$ cat config.mk
export PLATFORM = sky130hd
export DESIGN_NAME = bsc_system_regs
export DESIGN_NICKNAME = d
export VERILOG_FILES = /design/src/hw/bsc_watchdog_timer.v /design/src/hw/bsc_system_regs.v
export VERILOG_INCLUDE_DIRS = /design/src /design/src/hw
export SDC_FILE = /design/constraint.sdc
export NUM_CORES = 1
export LEC_CHECK = 0
export BUFFER_PORTS_ARGS = -buffer_cell sky130_fd_sc_hd__buf_2
export CORE_MARGIN = 2
export CORE_UTILIZATION = 59
export CTS_BUF_LIST = sky130_fd_sc_hd__clkbuf_8
export CTS_CLUSTER_SIZE = 14
export DETAILED_ROUTE_END_ITERATION = 8
export PLACE_DENSITY = 0.93
export SYNTH_ARGS = -nofsm -noshare
export SYNTH_HDL_FRONTEND = slang
export SYNTH_SLANG_ARGS = --single-unit
$ cat constraint.sdc
create_clock -name CLK_I -period 3.5 [get_ports CLK_I]
set_input_delay 0.7 -clock CLK_I [delete_from_list [all_inputs] [get_ports CLK_I]]
set_output_delay 0.7 -clock CLK_I [all_outputs]
set_load 0.01 [all_outputs]
$ cat src/hw/bsc_defines.vh
// register offsets, field positions, reset values and timing constants
`ifndef BSC_DEFINES_VH
`define BSC_DEFINES_VH

`define BSC_ADR_WDCFG 16'h8203
`define BSC_ADR_OPTION 16'h8204
`define BSC_ADR_SETUP 16'h8205
`define BSC_ADR_REV 16'h8206
`define BSC_ADR_BOOT 16'h820A
`define BSC_ADR_SENSOR 16'h820B

`define BSC_RST_WDCFG 8'h80
`define BSC_RST_SETUP 8'h07
`define BSC_RST_SENSOR 8'hFF
`define BSC_RST_BOOT 2'h3

`define BSC_BIT_LOCK 7
`define BSC_SEL_HI 3
`define BSC_SEL_LO 0
`define BSC_BIT_READY 7
`define BSC_BIT_RUN 6
`define BSC_BIT_AUX 5
`define BSC_BIT_CLK_LATCH 7
`define BSC_BIT_DAT_LATCH 6
`define BSC_SENSOR_ONES 4'hF

`define BSC_CMD_HW_RESET 8'hA5
`define BSC_CMD_PWR_RESET 8'h5A

`define BSC_CLK_PERIOD_NS 4
`define BSC_TICK_NS 100_000_000
`define BSC_TICK_CYCLES (`BSC_TICK_NS / `BSC_CLK_PERIOD_NS)
`define BSC_TICK_MS 100

`define BSC_T_FAST_MS 100
`define BSC_T_SLOW_MS 1000
`define BSC_T_4S_MS 4000
`define BSC_T_8S_MS 8000
`define BSC_T_16S_MS 16000
`define BSC_T_32S_MS 32000
`define BSC_T_64S_MS 64000
`define BSC_T_128S_MS 128000
`define BSC_T_256S_MS 256000

`endif

$ cat src/hw/bsc_watchdog_timer.v
// watchdog period counter with 100 ms prescaler
`timescale 1ns/100ps
`include "bsc_defines.vh"
module bsc_watchdog_timer #(
  parameter integer TICK_CYCLES = `BSC_TICK_CYCLES
) (
  input wire clk_i,
  input wire rstn_i,
  input wire run_i,
  input wire kick_i,
  input wire [11:0] period_ticks_i,
  output wire expire_o
);
  localparam integer TICK_LAST = TICK_CYCLES - 1;

  reg [24:0] pre_q;
  reg [11:0] ticks_q;
  reg kick_prev_q;
  reg expire_q;
  wire [31:0] pre_ext;
  wire tick;
  wire restart;

  assign pre_ext = {7'h00, pre_q};
  assign tick = (pre_ext == TICK_LAST);
  // any level change of the kick restarts the period
  assign restart = !run_i || (kick_i != kick_prev_q);
  assign expire_o = expire_q;

  always @(posedge clk_i)
  begin
    if (!rstn_i)
    begin
      pre_q <= 25'h000_0000;
      ticks_q <= 12'h000;
      kick_prev_q <= 1'b0;
      expire_q <= 1'b0;
    end
    else
    begin
      kick_prev_q <= kick_i;
      expire_q <= 1'b0;
      if (restart)
      begin
        pre_q <= 25'h000_0000;
        ticks_q <= 12'h000;
      end
      else if (tick)
      begin
        pre_q <= 25'h000_0000;
        // whole ticks only, then start a new period
        if (ticks_q + 12'h001 >= period_ticks_i)
        begin
          ticks_q <= 12'h000;
          expire_q <= 1'b1;
        end
        else
          ticks_q <= ticks_q + 12'h001;
      end
      else
        pre_q <= pre_q + 25'h000_0001;
    end
  end
endmodule

$ cat src/hw/bsc_system_regs.v
// board system control registers on the byte-wide i/o bus
`timescale 1ns/100ps
`include "bsc_defines.vh"

// Operation
// - watchdog config bit 7 locks run enable; reset value 80h.
// - period code 0 gives 1 s on even switch, 100 ms on odd.
// - period codes 1 to 7 give 4 to 256 seconds, doubling.
// - nonzero period codes ignore the configuration switch.
// - option register always reads a fixed eight-bit code.
// - writing A5h starts hardware reset and clears expired flag.
// - writing 5Ah starts power reset and clears expired flag.
// - setup bit 7 drives ready LED high-active, reads back.
// - setup bit 6 starts watchdog, the lock blocks stopping; reports running.
// - setup bit 5 drives auxiliary LED, reads back.
// - setup bits 2..0 power USB port pairs; bits 4,3 read zero.
// - revision register reads fixed logic revision; writes ignored.
// - boot register shows two strap pins in bits 1..0.
// - sensor bits 7,6 set open-collector latches, read pin levels.
// - sensor bits 5,4 read pins; bits 3..0 read one.
// - any change of the kick level restarts the period.
// - action select picks hardware reset or NMI on expiry.
// - expiry while running fires action, drives expired flag low.
module bsc_system_regs #(
  parameter integer TICK_CYCLES = `BSC_TICK_CYCLES,
  parameter [7:0] OPTION_CODE = 8'h3C, // arbitrary value
  parameter [7:0] REVISION_CODE = 8'h01 // arbitrary value
) (
  input wire CLK_I,
  input wire RSTN_I,
  input wire [15:0] IO_ADDR_I,
  input wire IO_WR_I,
  input wire IO_RD_I,
  input wire [7:0] IO_WDATA_I,
  output wire [7:0] IO_RDATA_O,
  input wire WATCHDOG_KICK_I,
  input wire WATCHDOG_ACTION_SELECT_I,
  input wire [3:0] CONFIG_SWITCH_I,
  input wire [1:0] BOOT_STRAP_INPUTS_I,
  input wire SENSOR_CLK_I,
  output wire SENSOR_CLK_O,
  output wire SENSOR_CLK_OE_O,
  input wire SENSOR_DAT_I,
  output wire SENSOR_DAT_O,
  output wire SENSOR_DAT_OE_O,
  output wire LED_READY_O,
  output wire LED_AUX_O,
  output wire [2:0] PORT_PAIR_POWER_O,
  output wire WATCHDOG_EXPIRED_N_O,
  output wire HW_RESET_O,
  output wire PWR_RESET_O,
  output wire NMI_O
);
  localparam integer NSYNC = 8;
  localparam [7:0] SENSOR_RST = `BSC_RST_SENSOR;

  reg [7:0] rdata_q;
  reg lock_q;
  reg [3:0] period_select_q;
  reg [7:0] setup_q;
  reg clock_line_latch_q;
  reg data_line_latch_q;
  reg expired_n_q;
  reg hw_reset_q;
  reg pwr_reset_q;
  reg nmi_q;
  reg [7:0] rdata_d;
  reg [7:0] setup_d;
  reg [NSYNC-1:0] sync1_q;
  reg [NSYNC-1:0] sync2_q;
  reg [NSYNC-1:0] sync3_q;
  reg [NSYNC-1:0] pin_q;

  wire [NSYNC-1:0] pin_raw;
  wire [3:0] config_switch;
  wire [1:0] boot_strap;
  wire clk_pin;
  wire dat_pin;
  wire wr_wdcfg;
  wire wr_option;
  wire wr_setup;
  wire wr_sensor;
  wire expire;
  wire [11:0] period_ticks;

  // address match, shared by the read and write paths
  function hit;
    input [15:0] addr;
    input [15:0] offset;
    begin
      hit = (addr == offset);
    end
  endfunction

  // period in whole prescaler ticks for a select code and switch value
  function [11:0] period_of;
    input [3:0] sel;
    input sw_odd;
    integer ms;
    integer t;
    begin
      ms = `BSC_T_256S_MS;
      case (sel)
        4'h0: ms = sw_odd ? `BSC_T_FAST_MS : `BSC_T_SLOW_MS;
        4'h1: ms = `BSC_T_4S_MS;
        4'h2: ms = `BSC_T_8S_MS;
        4'h3: ms = `BSC_T_16S_MS;
        4'h4: ms = `BSC_T_32S_MS;
        4'h5: ms = `BSC_T_64S_MS;
        4'h6: ms = `BSC_T_128S_MS;
        4'h7: ms = `BSC_T_256S_MS;
        default: ms = `BSC_T_256S_MS;
      endcase
      t = ms / `BSC_TICK_MS;
      period_of = t[11:0];
    end
  endfunction

  assign pin_raw = {SENSOR_DAT_I, SENSOR_CLK_I, BOOT_STRAP_INPUTS_I,
                    CONFIG_SWITCH_I};

  // three stages; the filtered value moves once stages two and three agree
  genvar g;
  generate
    for (g = 0; g < NSYNC; g = g + 1)
    begin : gen_sync
      always @(posedge CLK_I)
      begin
        if (!RSTN_I)
        begin
          sync1_q[g] <= 1'b1;
          sync2_q[g] <= 1'b1;
          sync3_q[g] <= 1'b1;
          pin_q[g] <= 1'b1;
        end
        else
        begin
          sync1_q[g] <= pin_raw[g];
          sync2_q[g] <= sync1_q[g];
          sync3_q[g] <= sync2_q[g];
          if (sync2_q[g] == sync3_q[g])
            pin_q[g] <= sync3_q[g];
        end
      end
    end
  endgenerate

  assign config_switch = pin_q[3:0];
  assign boot_strap = pin_q[5:4];
  assign clk_pin = pin_q[6];
  assign dat_pin = pin_q[7];

  assign wr_wdcfg = IO_WR_I && hit(IO_ADDR_I, `BSC_ADR_WDCFG);
  assign wr_option = IO_WR_I && hit(IO_ADDR_I, `BSC_ADR_OPTION);
  assign wr_setup = IO_WR_I && hit(IO_ADDR_I, `BSC_ADR_SETUP);
  assign wr_sensor = IO_WR_I && hit(IO_ADDR_I, `BSC_ADR_SENSOR);

  // only bit 0 of the switch matters, and only for code zero
  assign period_ticks =
    period_of(period_select_q, config_switch[0]);

  // watchdog configuration: sticky lock and period select
  always @(posedge CLK_I)
  begin
    if (!RSTN_I)
    begin
      lock_q <= 1'b1;
      period_select_q <= 4'h0;
    end
    else if (wr_wdcfg)
    begin
      // writing zero never clears the lock
      lock_q <= lock_q | IO_WDATA_I[`BSC_BIT_LOCK];
      period_select_q <= IO_WDATA_I[`BSC_SEL_HI:`BSC_SEL_LO];
    end
  end

  // setup write: the lock holds a running watchdog on
  always @*
  begin
    setup_d = setup_q;
    if (wr_setup)
    begin
      setup_d = IO_WDATA_I;
      setup_d[4] = 1'b0;
      setup_d[3] = 1'b0;
      if (lock_q && setup_q[`BSC_BIT_RUN])
        setup_d[`BSC_BIT_RUN] = 1'b1;
    end
  end

  always @(posedge CLK_I)
  begin
    if (!RSTN_I)
      setup_q <= `BSC_RST_SETUP;
    else
      setup_q <= setup_d;
  end

  assign LED_READY_O = setup_q[`BSC_BIT_READY];
  assign LED_AUX_O = setup_q[`BSC_BIT_AUX];
  assign PORT_PAIR_POWER_O = setup_q[2:0];

  // sensor bus: latch high releases the line, low pulls it down
  always @(posedge CLK_I)
  begin
    if (!RSTN_I)
    begin
      clock_line_latch_q <= SENSOR_RST[`BSC_BIT_CLK_LATCH];
      data_line_latch_q <= SENSOR_RST[`BSC_BIT_DAT_LATCH];
    end
    else if (wr_sensor)
    begin
      clock_line_latch_q <= IO_WDATA_I[`BSC_BIT_CLK_LATCH];
      data_line_latch_q <= IO_WDATA_I[`BSC_BIT_DAT_LATCH];
    end
  end

  assign SENSOR_CLK_O = 1'b0;
  assign SENSOR_CLK_OE_O = !clock_line_latch_q;
  assign SENSOR_DAT_O = 1'b0;
  assign SENSOR_DAT_OE_O = !data_line_latch_q;

  bsc_watchdog_timer #(
    .TICK_CYCLES(TICK_CYCLES)
  ) u_timer (
    .clk_i(CLK_I),
    .rstn_i(RSTN_I),
    .run_i(setup_q[`BSC_BIT_RUN]),
    .kick_i(WATCHDOG_KICK_I),
    .period_ticks_i(period_ticks),
    .expire_o(expire)
  );

  // expiry action, reset commands and the expired flag
  always @(posedge CLK_I)
  begin
    if (!RSTN_I)
    begin
      expired_n_q <= 1'b1;
      hw_reset_q <= 1'b0;
      pwr_reset_q <= 1'b0;
      nmi_q <= 1'b0;
    end
    else
    begin
      hw_reset_q <= 1'b0;
      pwr_reset_q <= 1'b0;
      nmi_q <= 1'b0;
      if (wr_option && IO_WDATA_I == `BSC_CMD_HW_RESET)
        hw_reset_q <= 1'b1;
      if (wr_option && IO_WDATA_I == `BSC_CMD_PWR_RESET)
        pwr_reset_q <= 1'b1;
      if (expire)
      begin
        // an expiry in the clearing cycle wins and keeps the flag low
        expired_n_q <= 1'b0;
        if (WATCHDOG_ACTION_SELECT_I)
          nmi_q <= 1'b1;
        else
          hw_reset_q <= 1'b1;
      end
      else if (wr_option && (IO_WDATA_I == `BSC_CMD_HW_RESET ||
               IO_WDATA_I == `BSC_CMD_PWR_RESET))
        expired_n_q <= 1'b1;
    end
  end

  assign WATCHDOG_EXPIRED_N_O = expired_n_q;
  assign HW_RESET_O = hw_reset_q;
  assign PWR_RESET_O = pwr_reset_q;
  assign NMI_O = nmi_q;

  // read mux; unmapped addresses read zero
  always @*
  begin
    rdata_d = 8'h00;
    if (hit(IO_ADDR_I, `BSC_ADR_WDCFG))
      rdata_d = {lock_q, 3'h0, period_select_q};
    else if (hit(IO_ADDR_I, `BSC_ADR_OPTION))
      rdata_d = OPTION_CODE;
    else if (hit(IO_ADDR_I, `BSC_ADR_SETUP))
      rdata_d = setup_q;
    else if (hit(IO_ADDR_I, `BSC_ADR_REV))
      rdata_d = REVISION_CODE;
    else if (hit(IO_ADDR_I, `BSC_ADR_BOOT))
      rdata_d = {6'h00, boot_strap};
    else if (hit(IO_ADDR_I, `BSC_ADR_SENSOR))
      rdata_d = {clk_pin, dat_pin, clk_pin, dat_pin,
                 `BSC_SENSOR_ONES};
  end

  always @(posedge CLK_I)
  begin
    if (!RSTN_I)
      rdata_q <= 8'h00;
    else if (IO_RD_I)
      rdata_q <= rdata_d;
  end

  assign IO_RDATA_O = rdata_q;
endmodule

# Word level (Yosys, flattened, before mapping)
# Cells that the tools add are included.
dict set report op_classes {
  n_bitwise 3
  n_lt_le_gt_ge 1
  n_eq_ne 21
  n_mux 18
  div_mod_pow 1
  addsub 2
  reduce_logical 19
}
# operator count
set op_table {}
lappend op_table {{18-bit case mux with 7 select lines} 1}
lappend op_table {{16-bit == test (second input constant)} 6}
lappend op_table {{8-bit 2-to-1 mux} 6}
lappend op_table {{32-bit by 8-bit divider with 32-bit output (second input constant)} 1}
lappend op_table {{25-bit by 1-bit adder with 25-bit output (second input constant)} 1}
lappend op_table {{25-bit == test (second input constant)} 1}
lappend op_table {{12-bit by 1-bit adder with 12-bit output (second input constant)} 1}
lappend op_table {{4-bit by 3-bit == test with 1-bit output (second input constant)} 3}
lappend op_table {{12-bit >= comparator} 1}
lappend op_table {{12-bit 2-to-1 mux} 1}
lappend op_table {{10-bit 2-to-1 mux} 1}
lappend op_table {{1-bit 2-to-1 mux} 9}
lappend op_table {{4-bit by 2-bit == test with 1-bit output (second input constant)} 2}
lappend op_table {{8-bit by 7-bit == test with 1-bit output (second input constant)} 1}
lappend op_table {{8-bit == test (second input constant)} 1}
lappend op_table {{1-bit logical AND} 8}
lappend op_table {{3-bit OR reduction} 2}
lappend op_table {{1-bit == test} 5}
lappend op_table {{4-bit by 1-bit == test with 1-bit output (second input constant)} 1}
lappend op_table {{4-bit zero test} 1}
lappend op_table {{1-bit zero test} 3}
lappend op_table {{1-bit logical OR} 2}
lappend op_table {{1-bit inverter} 2}
lappend op_table {{2-bit AND reduction} 1}
lappend op_table {{other kinds (4)} 4}
dict set report totals {
  elab_cells 99
  ff_bits 84
}

# Longest topological paths before layout
dict set report logic_depth {
  ltp_word 7
  ltp_mapped 12
}

# Cells and area by module
# Synthesis repeated with hierarchy kept, for this count alone.
dict set report hier_totals {
  hier_cells 475
  area_unflattened_um2 4081.4
}
# module n_inst cells_each area_each_um2
set modules_own_cells {}
lappend modules_own_cells {bsc_watchdog_timer 1 248 2089.5}
lappend modules_own_cells {bsc_system_regs 1 227 1991.9}

# Worst setup path after synthesis
# Ideal clock, no wire load.
dict set report synth_timing {
  path_kind {register to register}
  start {reg u_timer.ticks_q[0]}
  end {reg u_timer.ticks_q[2]}
  slack_ps 711
  path_buffers 0
  stages_incl_launch_ff 13
  required_time_ps 3385
  arrival_time_ps 2673
  period_less_slack_ps 2789
  cell_sequence {dfxtp_1 -> ha_1 -> nand3_1 -> nor2_1 -> nand3_1 -> xnor2_1 -> ha_1 -> a2111oi_0 -> o21ai_0 -> a41oi_1 -> nor4_1 -> nor3_4 -> a31o_1}
}
dict set report synth_between {
  elab_chain_len 3
}
# item line
set synth_rtl {}
lappend synth_rtl {{from (decl)} bsc_watchdog_timer.v:17} ;# reg [11:0] ticks_q;
lappend synth_rtl {{from (signal assigned)} bsc_watchdog_timer.v:58} ;# ticks_q <= ticks_q + 12'h001;
lappend synth_rtl {{12-bit by 1-bit adder with 12-bit output *} {bsc_watchdog_timer.v:52, bsc_watchdog_timer.v:58}}
lappend synth_rtl {{12-bit >= comparator} bsc_watchdog_timer.v:52} ;# if (ticks_q + 12'h001 >= period_ticks_i)
lappend synth_rtl {{12-bit 2-to-1 mux *} bsc_watchdog_timer.v:52}
# Mark *: on every way between the ends. The rest lies on a longest branch, timed or not.
# A chain may end at the register's enable or synchronous reset.

# Worst setup path in the final report
# Same ends and word-level chain as after synthesis.

==> summary.md <==
| Metric | Value |
|---|---|
| Clock Path Buffers | `2` |
| Worst EP arrival | `3.55 ns` |
| Area of the multi-input gates | `2110 sq um` |
| Final hold vios | `0` |
| CTS Buf Count | `9` |
| Synth Flop Type | `dfxtp_1` |
| Area leader, netlist | `dfxtp_1` |
| Vias in the first global route | `3,275` |
| Synth cell types | `55` |
| Clk_lat worst skew | `0.36 ns` |
| Initial core utilization | `0.612` |
| Largest family of logic cells by synthesized area | `simple AND/OR/NAND/NOR gates` |
| Setup Viol. Count Final | `0` |
| Count leader, synth | `dfxtp_1` |
| NumNets Final | `550` |
| Post-DP Area | `4220 sq um` |
| Largest net degree at the start of global routing | `46` |
| Detailed placer's ending HPWL | `6060 um` |
| Synthesized area per cell | `8.74 sq um` |
| Final RePlAce weighted congestion | `0.914` |
| Antenna diode instance count | `0` |
| CP peak stage delay | `0.43 ns` |
| DR vias/cell | `5.82` |
| Initial DRC Count | `222` |
| Proportion of synthesized area in mux cells | `0.0179` |
| Share of the synthesized area in the top cell type | `0.430` |
| Post-Synthesis Cell Area | `3910 sq um` |
| First drt pass iteration count | `5` |
| Seq/Total Area, Yosys | `0.430` |
| TritonCTS Sinks | `84` |
| CTS tree | `done` |
| Die outline width | `85.4 um` |
| Hold-fix buffers, CTS | `0` |
| Core box area | `6390 sq um` |
| Mapped Cells | `447` |
| Adder-Cell Fraction of Synth Area | `0.0448` |
| Cell family with most CP delay | `compound AO/OA/AOI/OAI gates` |
| Tot GR Track Use | `0.236` |
| Layout Area Growth over Synthesis | `13.8%` |
| Hold path cells | `1` |
| Startpoint types | `register` |
| Fraction of layout cells with a size suffix above 1 | `0.165` |
| Via count | `3,373` |
| Unrepaired setup endpoints after global routing | `no` |
| Leading post-synthesis cells by cell area | `dfxtp_1 (43%), nor2_1 (4.6%), ha_1 (4.5%)` |
| Hold Crit Class | `reg -> reg` |
| # DRC | `0` |
| H-tree depth | `3` |
| Fin area | `4450 sq um` |
| Die Y-Extent | `85.4 um` |
| Compound-Gate Fraction of Synth Area | `0.127` |
| Grt ovf | `0` |
| DRT Wirelength | `8380 um` |
| Final period utilization | `0.927` |
| Worst endpoint required time | `3.80 ns` |
| Slew @ Worst Pin | `0.722 ns` |
| EDFF count, synth | `0` |
| Slowest cell on the critical path | `dfxtp_1` |
| Slew margin rel. | `0.515` |
| Fillers | `465` |
| Clk root buf | `clkbuf_8` |
| Leakage | `1.70 nW` |
| Maximum clock frequency | `308 MHz` |
| Status | `complete, no violations` |
| WL per Instance | `14.4 um` |
| Register area | `1680 sq um` |
| Final slew viol count | `0` |
| Synth top cells by count | `dfxtp_1 (84), nor2_1 (48), nand2_1 (32), nand3_1 (27), o21ai_0 (24)` |
| TNS Setup | `0 ns` |
| Post-synthesis async set-or-reset flop share | `0` |
| Max cap viols | `0` |
| First-pass GRT wire length | `13,900 um` |
| Die Area | `7290 sq um` |
| Clk_skew | `0.00929 ns` |
| PwrDens | `389 nW/um^2` |
| Synth warnings | `0` |
| Synth Area in Simple Gates | `0.271` |
| Row count | `29` |
| CP Depth | `13` |
| #FFs+latches synth | `84` |
| Peak VDD IR | `0.408 mV` |
| Critical path peak fanout | `10` |
| Crit Path Category | `reg -> reg` |
| Post-DRT Antenna Nets | `0` |
| Post-Synth XOR/XNOR Area | `0.0739` |
| I/O pin cnt | `59` |
| CTS clk-pin slew, worst paths | `0.09 ns` |
| Worst Hold Slack | `0.415 ns` |
| Initial antenna violation count | `0` |
| Min Tclk post-route | `3.25 ns` |
| CP Cell Sequence | `ha_1 -> nand3_1 -> nor2_2 -> nand3_1 -> xnor2_1 -> ha_1 -> a2111oi_0 -> o21ai_0 -> a41oi_1 -> nor4_2 -> nor3_4 -> buf_12 -> a31o_1` |
| Crit path buffers/inverters | `1` |
| Worst Setup Slack, final | `0.255 ns` |
| IO Port Bufs | `53` |
| Crit. End Element | `register` |
| FF-to-FF path depth | `13` |
| Post-place setup slack | `0.0795 ns` |
-- logic make-up after synthesis --
| kind of cell | count (synthesis) |
|---|---|
| AO/OA/AOI/OAI | 78 |
| XOR/XNOR | 33 |
| adder cells (fa/ha/maj) | 14 |
| buffers and inverters | 32 |
| flip-flops | 84 |
| multiplexers | 7 |
| other | 2 |
| AND/OR/NAND/NOR | 197 |
-- flip-flops by register name (all words and copies together), names as in the netlist, 2 cells and up --
register / flops
IO_RDATA_O: 8
boot_strap: 2
period_select_q: 4
setup_q: 6
sync1_q: 5
sync2_q: 5
sync3_q: 5
u_timer.pre_q: 25
u_timer.ticks_q: 12
-- metrics by stage --
step | utilization | total power [mW] | cells
2_1_floorplan | - | 1.03 | 448
3_3_place_gp | 0.660 | 1.06 | 563
3_5_place_dp | 0.660 | 1.06 | 563
4_1_cts | 0.692 | 1.74 | 579
5_1_grt | 0.697 | 1.78 | 580
6_report | 0.697 | 1.73 | 580
-- worst paths after layout --
kind                                          from            endpoint  slack [ns]
worst max register to register  u_timer.ticks_q[0]  u_timer.ticks_q[2]        0.25
worst max-delay path            u_timer.ticks_q[0]  u_timer.ticks_q[2]        0.25
worst min register to register          sync1_q[0]          sync2_q[0]        0.42
worst min-delay path                    sync1_q[0]          sync2_q[0]        0.42
-- cell usage in the layout, fill, tap and decap left out, drive strengths merged, types with 2 or more instances in the layout --
cell    count
o21ai      24
a31o        3
nand2b     17
ha         14
o22ai       3
inv        17
clkinv      5
nand3b      4
buf        56
or3         5
nand3      28
nand4b      3
xnor2      19
a21boi      4
or4         2
nor4b       4
nand2      33
o31ai       2
nor2       48
nor3b       3
a21oi      17
and4        3
mux2i       7
nor4        9
a22o        7
nor2b       6
nand4       7
a22oi       2
xor2       14
a31oi       3
conb        3
o21a        2
nor3       14
and2        3
clkbuf      9
and3        7
a211oi      3
dfxtp      84
-- layout make-up --
| type | instances | area share |
|---|---|---|
| multi-input cells | 332 | 0.474 |
| flip-flops and latches | 84 | 0.378 |
| repair buffers | 56 | 0.0675 |
| well taps | 77 | 0.0217 |
| clock buffers | 9 | 0.0278 |
| clock inverters | 7 | 0.0183 |
| inverters | 15 | 0.0127 |
-- routing by layer --
metal,part of all wire,global-route usage
met5,0,0
met4,0.018,0.111
met1,0.44,0.289
met2,0.48,0.388
met3,0.060,0.0574
-- timing repair --
action	in CTS	in global routing
setup buffers	0	1
setup endpoints to repair	0	11
resized for setup	0	2
-- where the power goes --
group	internal, mW	switching, mW	leakage [nW]
combinational	0.0316	0.0416	0.914
clock	0.283	0.404	0.103
sequential	0.965	0.00413	0.681
Power figures use the tool's default switching activity.
